**config.mk**
```make
export PLATFORM = sky130hd
export DESIGN_NAME = bpp_protect
export DESIGN_NICKNAME = d
export VERILOG_FILES = /design/src/verilog/bpp_pkg.sv /design/src/verilog/bpp_sync.sv /design/src/verilog/bpp_qual_timer.sv /design/src/verilog/bpp_protect.sv
export VERILOG_INCLUDE_DIRS = /design/src /design/src/verilog
export SDC_FILE = /design/constraint.sdc
export NUM_CORES = 1
export LEC_CHECK = 0
export BUFFER_PORTS_ARGS = -buffer_cell sky130_fd_sc_hd__buf_2
export CORE_MARGIN = 2
export CORE_UTILIZATION = 50
export DETAILED_ROUTE_END_ITERATION = 12
export HOLD_SLACK_MARGIN = 0.15
export PLACE_DENSITY = 0.75
export SLEW_MARGIN = 5
export SYNTH_ARGS = -nofsm -noshare
export SYNTH_HDL_FRONTEND = slang
export SYNTH_SLANG_ARGS = --single-unit
export TNS_END_PERCENT = 1
```
**constraint.sdc**
```tcl
create_clock -name clk -period 1.9 [get_ports clk]
set_input_delay 0.57 -clock clk [delete_from_list [all_inputs] [get_ports clk]]
set_output_delay 0.57 -clock clk [all_outputs]
set_load 0.05 [all_outputs]
```
**src/verilog/bpp_defs.svh**
```systemverilog
// Purpose: Shared constants for the battery pack protection controller.
// Assumes: A 20 MHz system clock.
// Notes:   Times keep their own units; tick counts derive from them.
`ifndef BPP_DEFS_SVH
`define BPP_DEFS_SVH

////////////////////////////////////////////////////////////////////////
`define BPP_CLK_HZ          20000000
`define BPP_TICK_US         50
`define BPP_TICK_CYCLES     ((`BPP_TICK_US * `BPP_CLK_HZ) / 1000000)
`define BPP_STANDBY_MS      79
`define BPP_STANDBY_TICKS   ((`BPP_STANDBY_MS * 1000) / `BPP_TICK_US)
`define BPP_SAMPLE_US       500
`define BPP_SAMPLE_TICKS    (`BPP_SAMPLE_US / `BPP_TICK_US)
`define BPP_CURRENT_DLY_MS  3
`define BPP_CURRENT_TICKS   ((`BPP_CURRENT_DLY_MS * 1000) / `BPP_TICK_US)
`define BPP_SHORT_DLY_US    450
`define BPP_SHORT_TICKS     (`BPP_SHORT_DLY_US / `BPP_TICK_US)
`define BPP_RUN_LEN         3'h4

////////////////////////////////////////////////////////////////////////
`define BPP_CTRL_ADDR       4'h0
`define BPP_STATUS_ADDR     4'h4
`define BPP_CTRL_RESET      1'h0
`define BPP_ST_MODE_LSB     0
`define BPP_ST_CHG_FAULT    2
`define BPP_ST_DIS_FAULT    3
`define BPP_ST_SHORT_FAULT  4
`define BPP_ST_OV_TRIP      5
`define BPP_ST_UV_SEEN      6
`define BPP_ST_OV_CNT_LSB   8
`define BPP_ST_UV_CNT_LSB   12
`define BPP_ST_TRICKLE_N    16
`define BPP_ST_FAST_N       17
`define BPP_ST_DISCH_N      18

`endif

```
**src/verilog/bpp_pkg.sv**
```systemverilog
// Purpose: Types of the battery pack protection controller.
// Assumes: Nothing beyond the constants header.
// Notes:   Mode codes follow declaration order from zero: shutdown 0, standby 1, sample 2.
package bpp_pkg;

  typedef enum logic [1:0] {
    BPP_SHUTDOWN,
    BPP_STANDBY,
    BPP_SAMPLE
  } bpp_mode_t;

endpackage

```
**src/verilog/bpp_sync.sv**
```systemverilog
// Purpose: Two-flop synchroniser for asynchronous pin levels.
// Assumes: Inputs are slow levels from comparators and pins.
// Notes:   Only the second stage may be read.
`timescale 1ns/1ns

module bpp_sync #(
  parameter int WIDTH = 1
) (
  // Clock and reset.
  input  wire logic             clk,
  input  wire logic             rst,
  // Levels.
  input  wire logic [WIDTH-1:0] async_in,
  output logic      [WIDTH-1:0] sync_out
);

  logic [WIDTH-1:0] stage1_reg;

  always_ff @(posedge clk) begin
    if (rst) begin
      stage1_reg <= '0;
      sync_out   <= '0;
    end else begin
      stage1_reg <= async_in;
      sync_out   <= stage1_reg;
    end
  end

endmodule

```
**src/verilog/bpp_qual_timer.sv**
```systemverilog
// Purpose: Qualification timer for a fault indication.
// Assumes: The tick is a one-cycle enable from the shared timebase.
// Notes:   Expires on the tick after LIMIT ticks of steady indication.
`timescale 1ns/1ns

module bpp_qual_timer #(
  parameter int CW    = 8,
  parameter int LIMIT = 60
) (
  // Clock and reset.
  input  wire logic clk,
  input  wire logic rst,
  // Timebase and indication.
  input  wire logic tick,
  input  wire logic active,
  // Result.
  output logic      expired
);

  localparam logic [CW-1:0] LAST = CW'(LIMIT);

  logic [CW-1:0] cnt_reg;

  always_ff @(posedge clk) begin
    if (rst || !active) begin
      cnt_reg <= '0;
      expired <= 1'b0;
    end else if (tick) begin
      if (cnt_reg == LAST) begin
        expired <= 1'b1;
      end else begin
        cnt_reg <= cnt_reg + 1'b1;
      end
    end
  end

endmodule

```
**src/verilog/bpp_protect.sv**
```systemverilog
// Purpose: Sequencing and fault logic of a multi-cell pack protector.
// Assumes: Comparator flags and control pins are asynchronous levels.
// Notes:   Gate drives are active low; high turns a MOSFET off.
//
// Overview of operation
// - Force-off input holds all three gates off.
// - Sleep request turns all gates off; it shuts down only without a charger.
// - No fault: all three gates driven on.
// - Shutdown on sleep or undervoltage, no charger.
// - Leave shutdown on charger and supply above lockout.
// - Standby after shutdown, fixed interval, then sample.
// - Sample checks cells, fixed length, back to standby.
// - Current faults watched in standby and sample.
// - Four overvoltage samples turn charge gates off.
// - Clean sample restores charge gates after overvoltage.
// - Four undervoltage samples, no charger: all off, shutdown.
// - Undervoltage with charger: only trickle gate on.
// - No undervoltage sample: all gates on.
// - Qualified charge overcurrent turns charge gates off.
// - Charge fault latched until discharge flow seen.
// - Qualified discharge overcurrent turns all gates off.
// - Discharge fault latched until charger applied.
// - Qualified pack short turns all gates off.
// - Short fault latched until charger applied.
// - Force-off pin affects outputs only; sleep request also forces shutdown without a charger.
//
// Implementation choices: the register addresses and the Avalon-MM register port.
`timescale 1ns/1ns
`include "bpp_defs.svh"

module bpp_protect #(
  parameter int TICK_CYCLES   = `BPP_TICK_CYCLES,
  parameter int STANDBY_TICKS = `BPP_STANDBY_TICKS,
  parameter int SAMPLE_TICKS  = `BPP_SAMPLE_TICKS,
  parameter int CURRENT_TICKS = `BPP_CURRENT_TICKS,
  parameter int SHORT_TICKS   = `BPP_SHORT_TICKS
) (
  // Clock and reset.
  input  wire logic        clk,
  input  wire logic        rst,
  // Control pins.
  input  wire logic        gate_force_off_input,
  input  wire logic        sleep_request_input,
  // Comparator flags.
  input  wire logic        charger_detect,
  input  wire logic        discharge_flow_detect,
  input  wire logic        supply_above_lockout,
  input  wire logic        cell_above_high_limit,
  input  wire logic        cell_below_low_limit,
  input  wire logic        current_above_charge_limit,
  input  wire logic        current_above_discharge_limit,
  input  wire logic        current_above_short_limit,
  // Gate drives, active low.
  output logic             trickle_gate_drive_n,
  output logic             fast_charge_gate_drive_n,
  output logic             discharge_gate_drive_n,
  // Sampling window for the cell front end.
  output logic             sample_window,
  // Avalon-MM slave.
  input  wire logic [3:0]  avs_address,
  input  wire logic        avs_read,
  input  wire logic        avs_write,
  input  wire logic [31:0] avs_writedata,
  input  wire logic [3:0]  avs_byteenable,
  output logic      [31:0] avs_readdata,
  output logic             avs_waitrequest
);

  import bpp_pkg::*;

  localparam int TW = 16;
  localparam int PW = 16;
  localparam int QW = 8;
  localparam logic [TW-1:0] TICK_LAST = TW'(TICK_CYCLES - 1);
  localparam logic [PW-1:0] STBY_LAST = PW'(STANDBY_TICKS - 1);
  localparam logic [PW-1:0] SMPL_LAST = PW'(SAMPLE_TICKS - 1);

  function automatic logic [2:0] run_step(input logic [2:0] cnt, input logic hit);
    if (!hit) begin
      run_step = 3'h0;
    end else if (cnt == `BPP_RUN_LEN) begin
      run_step = cnt;
    end else begin
      run_step = cnt + 3'h1;
    end
  endfunction

  ////////////////////////////////////////////////////////////////////////
  // Pin synchronisation.
  logic [9:0] pins_s;
  logic       force_off_s;
  logic       sleep_req_s;
  logic       charger_s;
  logic       dis_flow_s;
  logic       supply_ok_s;
  logic       cell_hi_s;
  logic       cell_lo_s;
  logic       chg_cur_s;
  logic       dis_cur_s;
  logic       short_cur_s;

  bpp_sync #(
    .WIDTH (10)
  ) u_sync (
    .clk      (clk),
    .rst      (rst),
    .async_in ({gate_force_off_input, sleep_request_input, charger_detect,
                discharge_flow_detect, supply_above_lockout, cell_above_high_limit,
                cell_below_low_limit, current_above_charge_limit,
                current_above_discharge_limit, current_above_short_limit}),
    .sync_out (pins_s)
  );

  assign {force_off_s, sleep_req_s, charger_s, dis_flow_s, supply_ok_s,
          cell_hi_s, cell_lo_s, chg_cur_s, dis_cur_s, short_cur_s} = pins_s;

  ////////////////////////////////////////////////////////////////////////
  // Shared timebase.
  logic [TW-1:0] tick_cnt_reg;
  logic          tick_reg;

  always_ff @(posedge clk) begin
    if (rst) begin
      tick_cnt_reg <= '0;
      tick_reg     <= 1'b0;
    end else if (tick_cnt_reg == TICK_LAST) begin
      tick_cnt_reg <= '0;
      tick_reg     <= 1'b1;
    end else begin
      tick_cnt_reg <= tick_cnt_reg + 1'b1;
      tick_reg     <= 1'b0;
    end
  end

  ////////////////////////////////////////////////////////////////////////
  // Mode sequencing.
  bpp_mode_t     mode_reg;
  logic [PW-1:0] phase_reg;
  logic [2:0]    ov_cnt_reg;
  logic [2:0]    uv_cnt_reg;
  logic          uv_seen_reg;
  logic          normal;
  logic          sample_done;
  logic          go_sleep;

  assign normal      = (mode_reg != BPP_SHUTDOWN);
  assign sample_done = (mode_reg == BPP_SAMPLE) && tick_reg && (phase_reg == SMPL_LAST);
  assign go_sleep    = normal && !charger_s &&
                       (sleep_req_s || (uv_cnt_reg == `BPP_RUN_LEN));

  always_ff @(posedge clk) begin
    if (rst) begin
      mode_reg  <= BPP_SHUTDOWN;
      phase_reg <= '0;
    end else if (go_sleep) begin
      mode_reg  <= BPP_SHUTDOWN;
      phase_reg <= '0;
    end else begin
      unique case (mode_reg)
        BPP_SHUTDOWN: begin
          if (charger_s && supply_ok_s) begin
            mode_reg  <= BPP_STANDBY;
            phase_reg <= '0;
          end
        end
        BPP_STANDBY: begin
          if (tick_reg) begin
            if (phase_reg == STBY_LAST) begin
              mode_reg  <= BPP_SAMPLE;
              phase_reg <= '0;
            end else begin
              phase_reg <= phase_reg + 1'b1;
            end
          end
        end
        BPP_SAMPLE: begin
          if (sample_done) begin
            mode_reg  <= BPP_STANDBY;
            phase_reg <= '0;
          end else if (tick_reg) begin
            phase_reg <= phase_reg + 1'b1;
          end
        end
      endcase
    end
  end

  ////////////////////////////////////////////////////////////////////////
  // Cell sample run counters.
  always_ff @(posedge clk) begin
    if (rst || !normal) begin
      ov_cnt_reg  <= 3'h0;
      uv_cnt_reg  <= 3'h0;
      uv_seen_reg <= 1'b0;
    end else if (sample_done) begin
      ov_cnt_reg  <= run_step(ov_cnt_reg, cell_hi_s);
      uv_cnt_reg  <= run_step(uv_cnt_reg, cell_lo_s);
      uv_seen_reg <= cell_lo_s;
    end
  end

  ////////////////////////////////////////////////////////////////////////
  // Current fault qualification and latches.
  logic chg_exp;
  logic dis_exp;
  logic short_exp;
  logic chg_fault_reg;
  logic dis_fault_reg;
  logic short_fault_reg;

  bpp_qual_timer #(
    .CW    (QW),
    .LIMIT (CURRENT_TICKS)
  ) u_chg_timer (
    .clk     (clk),
    .rst     (rst),
    .tick    (tick_reg),
    .active  (normal && chg_cur_s),
    .expired (chg_exp)
  );

  bpp_qual_timer #(
    .CW    (QW),
    .LIMIT (CURRENT_TICKS)
  ) u_dis_timer (
    .clk     (clk),
    .rst     (rst),
    .tick    (tick_reg),
    .active  (normal && dis_cur_s),
    .expired (dis_exp)
  );

  bpp_qual_timer #(
    .CW    (QW),
    .LIMIT (SHORT_TICKS)
  ) u_short_timer (
    .clk     (clk),
    .rst     (rst),
    .tick    (tick_reg),
    .active  (normal && short_cur_s),
    .expired (short_exp)
  );

  // Set wins over clear on each latch.
  always_ff @(posedge clk) begin
    if (rst) begin
      chg_fault_reg <= 1'b0;
    end else if (chg_exp) begin
      chg_fault_reg <= 1'b1;
    end else if (dis_flow_s) begin
      chg_fault_reg <= 1'b0;
    end
  end

  always_ff @(posedge clk) begin
    if (rst) begin
      dis_fault_reg <= 1'b0;
    end else if (dis_exp) begin
      dis_fault_reg <= 1'b1;
    end else if (charger_s) begin
      dis_fault_reg <= 1'b0;
    end
  end

  always_ff @(posedge clk) begin
    if (rst) begin
      short_fault_reg <= 1'b0;
    end else if (short_exp) begin
      short_fault_reg <= 1'b1;
    end else if (charger_s) begin
      short_fault_reg <= 1'b0;
    end
  end

  ////////////////////////////////////////////////////////////////////////
  // Gate drive.
  logic ctrl_force_reg;
  logic ov_trip;
  logic uv_chg;
  logic all_off;

  assign ov_trip = (ov_cnt_reg == `BPP_RUN_LEN);
  assign uv_chg  = uv_seen_reg && charger_s;
  // Force-off only masks the drives; sleep request also feeds go_sleep, which sets shutdown.
  assign all_off = force_off_s || ctrl_force_reg || sleep_req_s || !normal ||
                   dis_fault_reg || short_fault_reg;

  always_ff @(posedge clk) begin
    if (rst) begin
      trickle_gate_drive_n     <= 1'b1;
      fast_charge_gate_drive_n <= 1'b1;
      discharge_gate_drive_n   <= 1'b1;
      sample_window            <= 1'b0;
    end else begin
      trickle_gate_drive_n     <= all_off || ov_trip || chg_fault_reg;
      fast_charge_gate_drive_n <= all_off || ov_trip || chg_fault_reg || uv_chg;
      discharge_gate_drive_n   <= all_off || uv_chg;
      sample_window            <= (mode_reg == BPP_SAMPLE);
    end
  end

  ////////////////////////////////////////////////////////////////////////
  // Register slave.
  logic req;
  logic [31:0] status;

  assign req = avs_read || avs_write;

  always_comb begin
    status = 32'h0;
    status[`BPP_ST_MODE_LSB +: 2]   = mode_reg;
    status[`BPP_ST_CHG_FAULT]       = chg_fault_reg;
    status[`BPP_ST_DIS_FAULT]       = dis_fault_reg;
    status[`BPP_ST_SHORT_FAULT]     = short_fault_reg;
    status[`BPP_ST_OV_TRIP]         = ov_trip;
    status[`BPP_ST_UV_SEEN]         = uv_seen_reg;
    status[`BPP_ST_OV_CNT_LSB +: 3] = ov_cnt_reg;
    status[`BPP_ST_UV_CNT_LSB +: 3] = uv_cnt_reg;
    status[`BPP_ST_TRICKLE_N]       = trickle_gate_drive_n;
    status[`BPP_ST_FAST_N]          = fast_charge_gate_drive_n;
    status[`BPP_ST_DISCH_N]         = discharge_gate_drive_n;
  end

  always_ff @(posedge clk) begin
    if (rst) begin
      avs_waitrequest <= 1'b1;
    end else begin
      avs_waitrequest <= !(req && avs_waitrequest);
    end
  end

  always_ff @(posedge clk) begin
    if (rst) begin
      avs_readdata <= 32'h0;
    end else if (avs_read && avs_waitrequest) begin
      unique case (avs_address)
        `BPP_CTRL_ADDR:   avs_readdata <= {31'h0, ctrl_force_reg};
        `BPP_STATUS_ADDR: avs_readdata <= status;
        default:          avs_readdata <= 32'h0;
      endcase
    end
  end

  always_ff @(posedge clk) begin
    if (rst) begin
      ctrl_force_reg <= `BPP_CTRL_RESET;
    end else if (avs_write && !avs_waitrequest && avs_byteenable[0] &&
                 avs_address == `BPP_CTRL_ADDR) begin
      ctrl_force_reg <= avs_writedata[0];
    end
  end

endmodule

```
**Yosys cells after proc, flatten, opt, wreduce, memory -nomap -nowiden**

Cells that the tools add are included.
Widths: inputs -> output; s select.

- Output and inout bits: 37
- Logic and storage cells: 129
- Input bits: 54
- Register bits after elaboration: 130

- Reduce and logical (&&, ||, !) cells: 54
- Multiplexer cells: 22
- Eq/ne operators: 18
- Add/sub/neg operators: 7
- Bitwise gates (word level): 3

Operator list:

| operator | number |
|---|---|
| $mux 16 | 5 |
| $pmux 16 s3 | 1 |
| $pmux 19 s2 | 1 |
| $add 16x1->16 const B | 2 |
| $add 8x1->8 const B | 3 |
| $eq 16x10->1 const B | 1 |
| $eq 16x11->1 const B | 1 |
| $eq 16x4->1 const B | 1 |
| $eq 8x6->1 const B | 2 |
| $reduce_and 2->1 | 8 |
| $logic_or 1x1->1 | 15 |
| $logic_and 1x1->1 | 14 |
| $mux 3 | 4 |
| $ne 2x2->1 const B | 6 |
| $eq 8x4->1 const B | 1 |
| $mux 2 | 4 |
| $reduce_bool 2->1 | 4 |
| $logic_not 1->1 | 7 |
| $add 3x1->3 const B | 2 |
| $eq 3x3->1 const B | 2 |
| $mux 1 | 6 |
| $pmux 2 s3 | 1 |
| $eq 4x3->1 const B | 1 |
| $logic_not 4->1 | 1 |
| 8 further kinds | 11 |

**Longest topological paths before layout**

Gate-level depths: netlist of the first run.

- Depth after elaboration: 8
- Gate-level depth with buffers: 8
- Mapped depth without buffers: 7

**By module**

From an unflattened synthesis of the first run, not the netlist that was laid out.

- Cell total of the unflattened synthesis: 561
- Area total of the unflattened synthesis: 5116.2 µm²

Modules (own cells, without submodules):

| module | sequential area each (µm²) | instances | cells each | area each (µm²) |
|---|---|---|---|---|
| bpp_protect | 1341.3 | 1 | 364 | 3129.3 |
| bpp_qual_timer at u_chg_timer ... | 180.2 | 2 | 53 | 461.7 |
| bpp_sync | 400.4 | 1 | 42 | 618.1 |
| bpp_qual_timer at u_short_timer | 180.2 | 1 | 49 | 445.4 |

**Worst setup path before layout of the first run**

No wires, ideal clock.

- Kind: reg-to-reg
- Start point: register phase_reg[0]
- End point: register phase_reg[15]
- Clock period less this slack: 1.812 ns
- Data required time: 1.769 ns
- Path slack: 0.088 ns
- Setup time: 0.131 ns
- Data arrival time: 1.681 ns
- Cell stages (with the launch flop): 8
- Path buffers: 1
- Path through: dfxtp_1 -> ha_1 -> nor4b_1 -> nand3_1 -> o211a_1 -> buf_2 -> o221ai_1 -> a31oi_1

- Cells in the longest elaborated chain, start to end: 4
- Elaborated cells between the ends (all ways): 11
- Those cells by class: add/sub: 1; eq/ne: 3; mux: 5; reduce/logical: 2

Ends and longest elaborated chain:

| item | line | source |
|---|---|---|
| start, declared | bpp_protect.sv:138 | `logic [PW-1:0] phase_reg;` |
| start signal, assigned | bpp_protect.sv:172 | `phase_reg <= phase_reg + 1'b1;` |
| start signal, assigned | bpp_protect.sv:181 | `phase_reg <= phase_reg + 1'b1;` |
| $add 16x1->16, or another cell as far along | bpp_protect.sv:172, bpp_protect.sv:181 |  |
| $mux 16, or another cell as far along | bpp_protect.sv:180 | `end else if (tick_reg) begin` |
| $mux 16, or another cell as far along | bpp_protect.sv:177 | `if (sample_done) begin` |
| $pmux 16 s3 or $reduce_and 3->1 (tied branches) | -- |  |

Parallel ways exist; a longest one is shown, timed or not. The select of a mux whose other input is x is not followed.
A chain may end at the register's enable or synchronous reset.

**Worst setup path after layout of the first run**

- Start point: register phase_reg[14]
- End point: register phase_reg[13]

- Cells in the longest elaborated chain, start to end: 4
- Elaborated cells between the ends (all ways): 9
- Those cells by class: eq/ne: 3; mux: 4; reduce/logical: 2

Ends and longest elaborated chain:

| item | line | source |
|---|---|---|
| $eq 16x11->1 or $eq 16x4->1 (tied branches) | bpp_protect.sv:168, bpp_protect.sv:147 |  |
| $mux 16 or $logic_and 1x1->1 (tied branches) | bpp_protect.sv:168, bpp_protect.sv:147 |  |
| $mux 16, or another cell as far along | bpp_protect.sv:167 | `if (tick_reg) begin` |
| $pmux 16 s3 or $reduce_and 3->1 (tied branches) | -- |  |

Parallel ways exist; a longest one is shown, timed or not. The select of a mux whose other input is x is not followed.

==> impl_metrics.yaml, run 1 <==
outcome:
  status: "complete, but fails checks"
  failed_checks: "negative setup slack"
die:
  die_h_um: 103
  die_x_um: 103
  io_pins: 91
  die_area_um2: 10600
  row_count: 36
  start_util_pct: 50.9
  core_um2: 9640
timing:
  finalHoldViolations: 0
  drv_slew: 0
  setup_viol: 1
  fin_crit_ns: 1.91
  grt_setup_unrepaired: "true"
  final.setup.worst_slack_ns: -0.00621
  holdWs_ns: 0.262
  tightest_slew_ns: 0.536
  final.setup_skew_ns: 0.00686
  relSlewSlack_pct: 64.2
  fin_crit_sh_pct: 100
  max_freq_ghz: 0.525
worst_setup_path:
  rr_endpoint: "phase_reg[13]"
  crit_arrival_ns: 2.30
  reg2reg_from: "phase_reg[14]"
  regToRegSetupSlack_ns: -0.006
  r2r.worst_path.cells: 6
  timing.setup.critical_path_class: "reg2reg"
  required_ns: 2.29
  critPathLaunchType: "register"
  path_max_fanout: 12
  end_kind: "register"
global_routing:
  grt_pass1_wl_mm: 17.0
  grt_max_degree: 24
  grt_pass1_vias: 3708
  grt_overflow: 0
  grtUsageTotal_pct: 20.6
  grt_antenna_before_repair: 0
clock_tree:
  clkTransAtPathRegs_ns: 0.05
  clk_latency_ns: 0.52
  cts_tree: "built"
  htree_levels: 4
  cts_root_buf: "clkbuf_8"
  post-cts-setup-buffers: 0
  cts.sinks: 114
  cts_made_buffers: 17
  clockBufferDepth: 2
  cts_hold_buf: 0
finish:
  drive_above_1_share_pct: 20.4
  final_area_um2: 6060
  stdcell_count: 766
  n_antenna_cell: 0
  area_delta_synth_final_pct: 23.7
  nNetsFinal: 691
run:
  maxCapViolCount: 0
drt:
  route.detailed.vias_per_inst: 5.19
  first_pass_iters: 4
  ant_nets: 0
  drc: 0
  routed_wl_mm: 10.1
  vias: 3975
  wire_per_inst_um: 13.2
  drt_iter0_markers: 189
worst_hold_path:
  hp-class: "in2reg"
  hold_path_depth: 2
  hold_end: "u_sync.stage1_reg[0]"
  hold_start: "current_above_short_limit"
yosys:
  synth_area_leaders: "dfxtp_1 (47%), nor2_1 (6.8%), xor2_1 (4.8%)"
  synth_cell_types: 52
  synth-edff-count: 0
  syn_inst: 549
  yosysSeqAreaShare_pct: 46.5
  yosysTopAreaCell: "dfxtp_1"
  async_flop_share_pct: 0
  synth-seq-cells: 114
  syn_avg_cell_area_um2: 8.93
  synth_top_area_share_pct: 46.5
  yosys_warnings: 0
  synthFlopType: "dfxtp_1"
  syn_area_um2: 4900
power:
  p_per_area_nw_per_um2: 977
  ir_drop_uv: 642
  power.total_uw: 5920
  p_leak_uw: 0.00235
placed_design:
  place.gp.congestion: 0.868
  place_area_um2: 5390
  place_inst: 735
  pre_cts_slack_ns: -0.0567
  dp_hpwl_mm: 6.79
  port_buffers: 40
## worst max-delay path, cell delays in order, from the launching register on
cell	delay [ns]
dfxtp_1	0.37
nor4_2	0.34
nand3_2	0.16
o311a_4	0.44
buf_12	0.15
o211ai_1	0.21
a31oi_1	0.12
## cell usage in the layout (no fill, tap or decap), types with 4 or more instances in the layout
cell type and count:
conb_1 16, or3_1 5, xnor2_1 12, inv_1 16, and3_1 14, ha_1 15
o21ai_0 7, nor2_1 89, and4_1 4, o211ai_1 7, nand3_1 17, a31oi_1 5
clkbuf_8 4, nor3_1 6, a21oi_1 26, a22oi_1 15, xor2_1 27, buf_2 40
dfxtp_1 111, nand4_1 20, buf_4 30, nor2b_1 23, nand2_1 38, clkbuf_16 16
## worst max path at each step
stage | depth (start not counted) | slack (ns) | end | startpoint
after floorplan | 7 | 0.09 | phase_reg[15] | phase_reg[0]
after global placement | 6 | 0.008 | phase_reg[10] | mode_reg[0]
after detailed placement | 7 | -0.06 | phase_reg[5] | mode_reg[0]
after CTS | 8 | 0.009 | phase_reg[11] | mode_reg[0]
after global routing | 6 | -0.12 | phase_reg[14] | phase_reg[14]
final | 6 | -0.006 | phase_reg[13] | phase_reg[14]
## per-layer routing
| metal | routed length [um] | GRT usage, % | up-vias |
|---|---|---|---|
| met2 | 4820 | 33.7 | 87 |
| li1 | - | - | 2022 |
| met4 | 148 | 10.5 | 0 |
| met5 | 0 | 0 | - |
| met1 | 4760 | 24.7 | 1852 |
| met3 | 416 | 5.69 | 14 |
## synth_stat cells (all sizes together), types with 2 or more instances
cell type  count
a21oi         26
a22oi         15
a31oi          5
and2           2
and3          14
and4           4
buf           22
clkbuf        13
dfxtp        114
ha            16
inv           17
nand2         39
nand3         20
nand4         20
nor2          89
nor2b         23
nor3           6
nor3b          3
nor4           6
nor4b          3
o211a          2
o211ai         7
o21a           2
o21ai          9
o221ai         2
o22ai          2
o41ai          2
or2            3
or3            6
or4            3
xnor2         12
xor2          27
## power by group
| group | switching (uW) | internal, uW | total [uW] |
|---|---|---|---|
| combinational | 213 | 103 | 317 |
| clock | 1070 | 2090 | 3160 |
| sequential | 21.1 | 2430 | 2450 |
| total | 1310 | 4620 | 5920 |
## timing repair
item / CTS / global route
hold endpoints to repair: 0 / 0
setup endpoints to repair: 14 / 37
pin swaps: 0 / 11
resized for setup: 2 / 20
gates cloned: 0 / 0
## area by class of cell
type                    count  area [um2]
fillers                   804        3580
multi-input cells         398        2470
repair buffers             73         477
flip-flops and latches    114        2290
well taps                 133         166
inverters                  17        63.8
clock buffers              22         463
clock inverters             9         130
## cells by family after synthesis
group,count (synthesis),synth area share (%)
AO/OA/AOI/OAI,82,11.6
XOR/XNOR,39,6.97
adder cells (fa/ha/maj),16,4.08
buffers and inverters,52,5.51
flip-flops,114,46.5
multiplexers,1,0.230
other,1,0.0765
AND/OR/NAND/NOR,244,25.0
## metrics by stage
step	setup TNS (ns)	utilization, %
after floorplan	0	-
after global placement	0	55.9
after detailed placement	-0.320	55.9
after CTS	0	62.2
after global routing	-0.958	62.9
final	-0.00621	62.9
No activity file was read; power rests on OpenSTA's default activity.
==> inputs of run 2 (changes only) <==
- ABC_CLOCK_PERIOD_IN_PS: default -> 2400
- PLACE_DENSITY: 0.75 -> 0.72
- SKIP_CTS_REPAIR_TIMING: default -> 1
- clock period: 1.9 -> 2.4 ns (I/O delays scaled with it)
==> impl_metrics.yaml, run 2 (synthesis results as in run 1) <==
die:
  die_x_um: 103
  die_area_um2: 10600
  core_um2: 9640
  die_h_um: 103
  io_pins: 91
  start_util_pct: 50.9
  row_count: 36
worst_hold_path:
  hold_start: "cell_below_low_limit"
  hold_end: "u_sync.stage1_reg[3]"
  hp-class: "in2reg"
  hold_path_depth: 2
worst_setup_path:
  rr_endpoint: "ov_cnt_reg[1]"
  timing.setup.critical_path_class: "reg2reg"
  path_max_fanout: 6
  end_kind: "register"
  crit_family: "simple AND/OR/NAND/NOR gates"
  worstPathCellList: "ha_1 -> nor4b_1 -> nand3_1 -> buf_4 -> or2_2 -> o21ai_0 -> a21oi_1"
  startpoint: "phase_reg[0]"
  critical-path-max-stage-delay_ns: 0.44
  reg2reg_from: "phase_reg[0]"
  regToRegSetupSlack_ns: 0.29
  crit_arrival_ns: 2.50
  required_ns: 2.78
  r2r.worst_path.cells: 7
  worst-path-buf-inv: 1
  cpMaxStageDelayCell: "dfxtp_1"
  critPathLaunchType: "register"
  worst-path-stages: 7
drt:
  ant_nets: 0
  wire_per_inst_um: 13.4
  drc: 0
  first_pass_iters: 5
  drt_iter0_markers: 187
  vias: 3880
  routed_wl_mm: 9.98
  route.detailed.vias_per_inst: 5.22
timing:
  final.setup_skew_ns: 0.0142
  relSlewSlack_pct: 56.3
  finalHoldViolations: 0
  setup_tns_ns: 0
  tightest_slew_ns: 0.655
  drv_slew: 0
  fin_crit_ns: 2.11
  setup_viol: 0
  fin_crit_sh_pct: 88.1
  max_freq_ghz: 0.473
  grt_setup_unrepaired: "false"
power:
  p_leak_uw: 0.00220
  ir_drop_uv: 419
  p_per_area_nw_per_um2: 790
global_routing:
  grt_pass1_wl_mm: 16.8
  grtUsageTotal_pct: 20.5
  grt_overflow: 0
  grt_pass1_vias: 3698
  grt_max_degree: 26
  grt_antenna_before_repair: 0
finish:
  layout_commonest_cell: "dfxtp_1"
  fillers: 864
  nNetsFinal: 667
  area_delta_synth_final_pct: 17.7
  final_cell_mix: "dfxtp_1 (114), nor2_1 (89), buf_2 (40), nand2_1 (39), xor2_1 (27)"
  drive_above_1_share_pct: 15.2
  stdcell_count: 743
  multi_input_area_um2: 2410
  n_antenna_cell: 0
  seqCellArea_um2: 2280
clock_tree:
  cts_root_buf: "clkbuf_8"
  cts_made_buffers: 17
  clkTransAtPathRegs_ns: 0.06
  cts_tree: "built"
  cts.sinks: 114
  htree_levels: 4
  clk_latency_ns: 0.52
  clockBufferDepth: 2
outcome:
  status: "finished, final reports clean"
placed_design:
  dp_hpwl_mm: 6.78
  place.gp.congestion: 0.894
  port_buffers: 40
  place_inst: 711
run:
  maxCapViolCount: 0
-- run 2: worst register-to-register path: stages, from the launching register on --
cell,delay (ns)
dfxtp_1,0.44
ha_1,0.21
nor4b_1,0.31
nand3_1,0.15
buf_4,0.18
or2_2,0.35
o21ai_0,0.23
a21oi_1,0.12
-- run 2: final cells by class --
class | count | share of cell area [%]
multi-input cells | 398 | 41.8
flip-flops and latches | 114 | 39.5
clock buffers | 22 | 8.20
repair buffers | 49 | 4.64
well taps | 133 | 2.88
clock inverters | 10 | 1.84
inverters | 17 | 1.11
-- run 2: through the flow --
step | hold slack, ns | cell area [um2] | power [uW] | worst slack (ns) | utilization [%]
finish | 0.413 | 5770 | 4560 | 0.285 | 59.9
global route | 0.380 | 5770 | 4720 | 0.127 | 59.9
CTS | 0.391 | 5770 | 4600 | 0.239 | 59.8
detailed placement | 0.421 | 5190 | 2190 | 0.261 | 53.8
global placement | 0.421 | 5190 | 2190 | 0.308 | 53.8
floorplan | 0.414 | 4960 | 2160 | 0.452 | -
-- run 2: worst max-delay path by stage --
stage	to	slack [ns]
global route	phase_reg[14]	0.13
CTS	phase_reg[7]	0.24
global placement	phase_reg[4]	0.31
floorplan	avs_readdata[10]	0.45
detailed placement	phase_reg[10]	0.26
finish	ov_cnt_reg[1]	0.29
-- run 2: power breakdown --
part           switching [uW]  internal [uW]  leakage (uW)
Sequential               17.1           1920      0.000924
Combinational             158           56.5      0.000990
Clock                     834           1570      0.000290
-- run 2: per-layer routing --
layer,vias to the layer above,GRT usage (%),part of all wire [%]
li1,1973,-,-
met1,1796,24.3,47
met2,105,34.4,48
met3,6,6.71,4.7
met4,0,8.20,0.56
met5,-,0,0
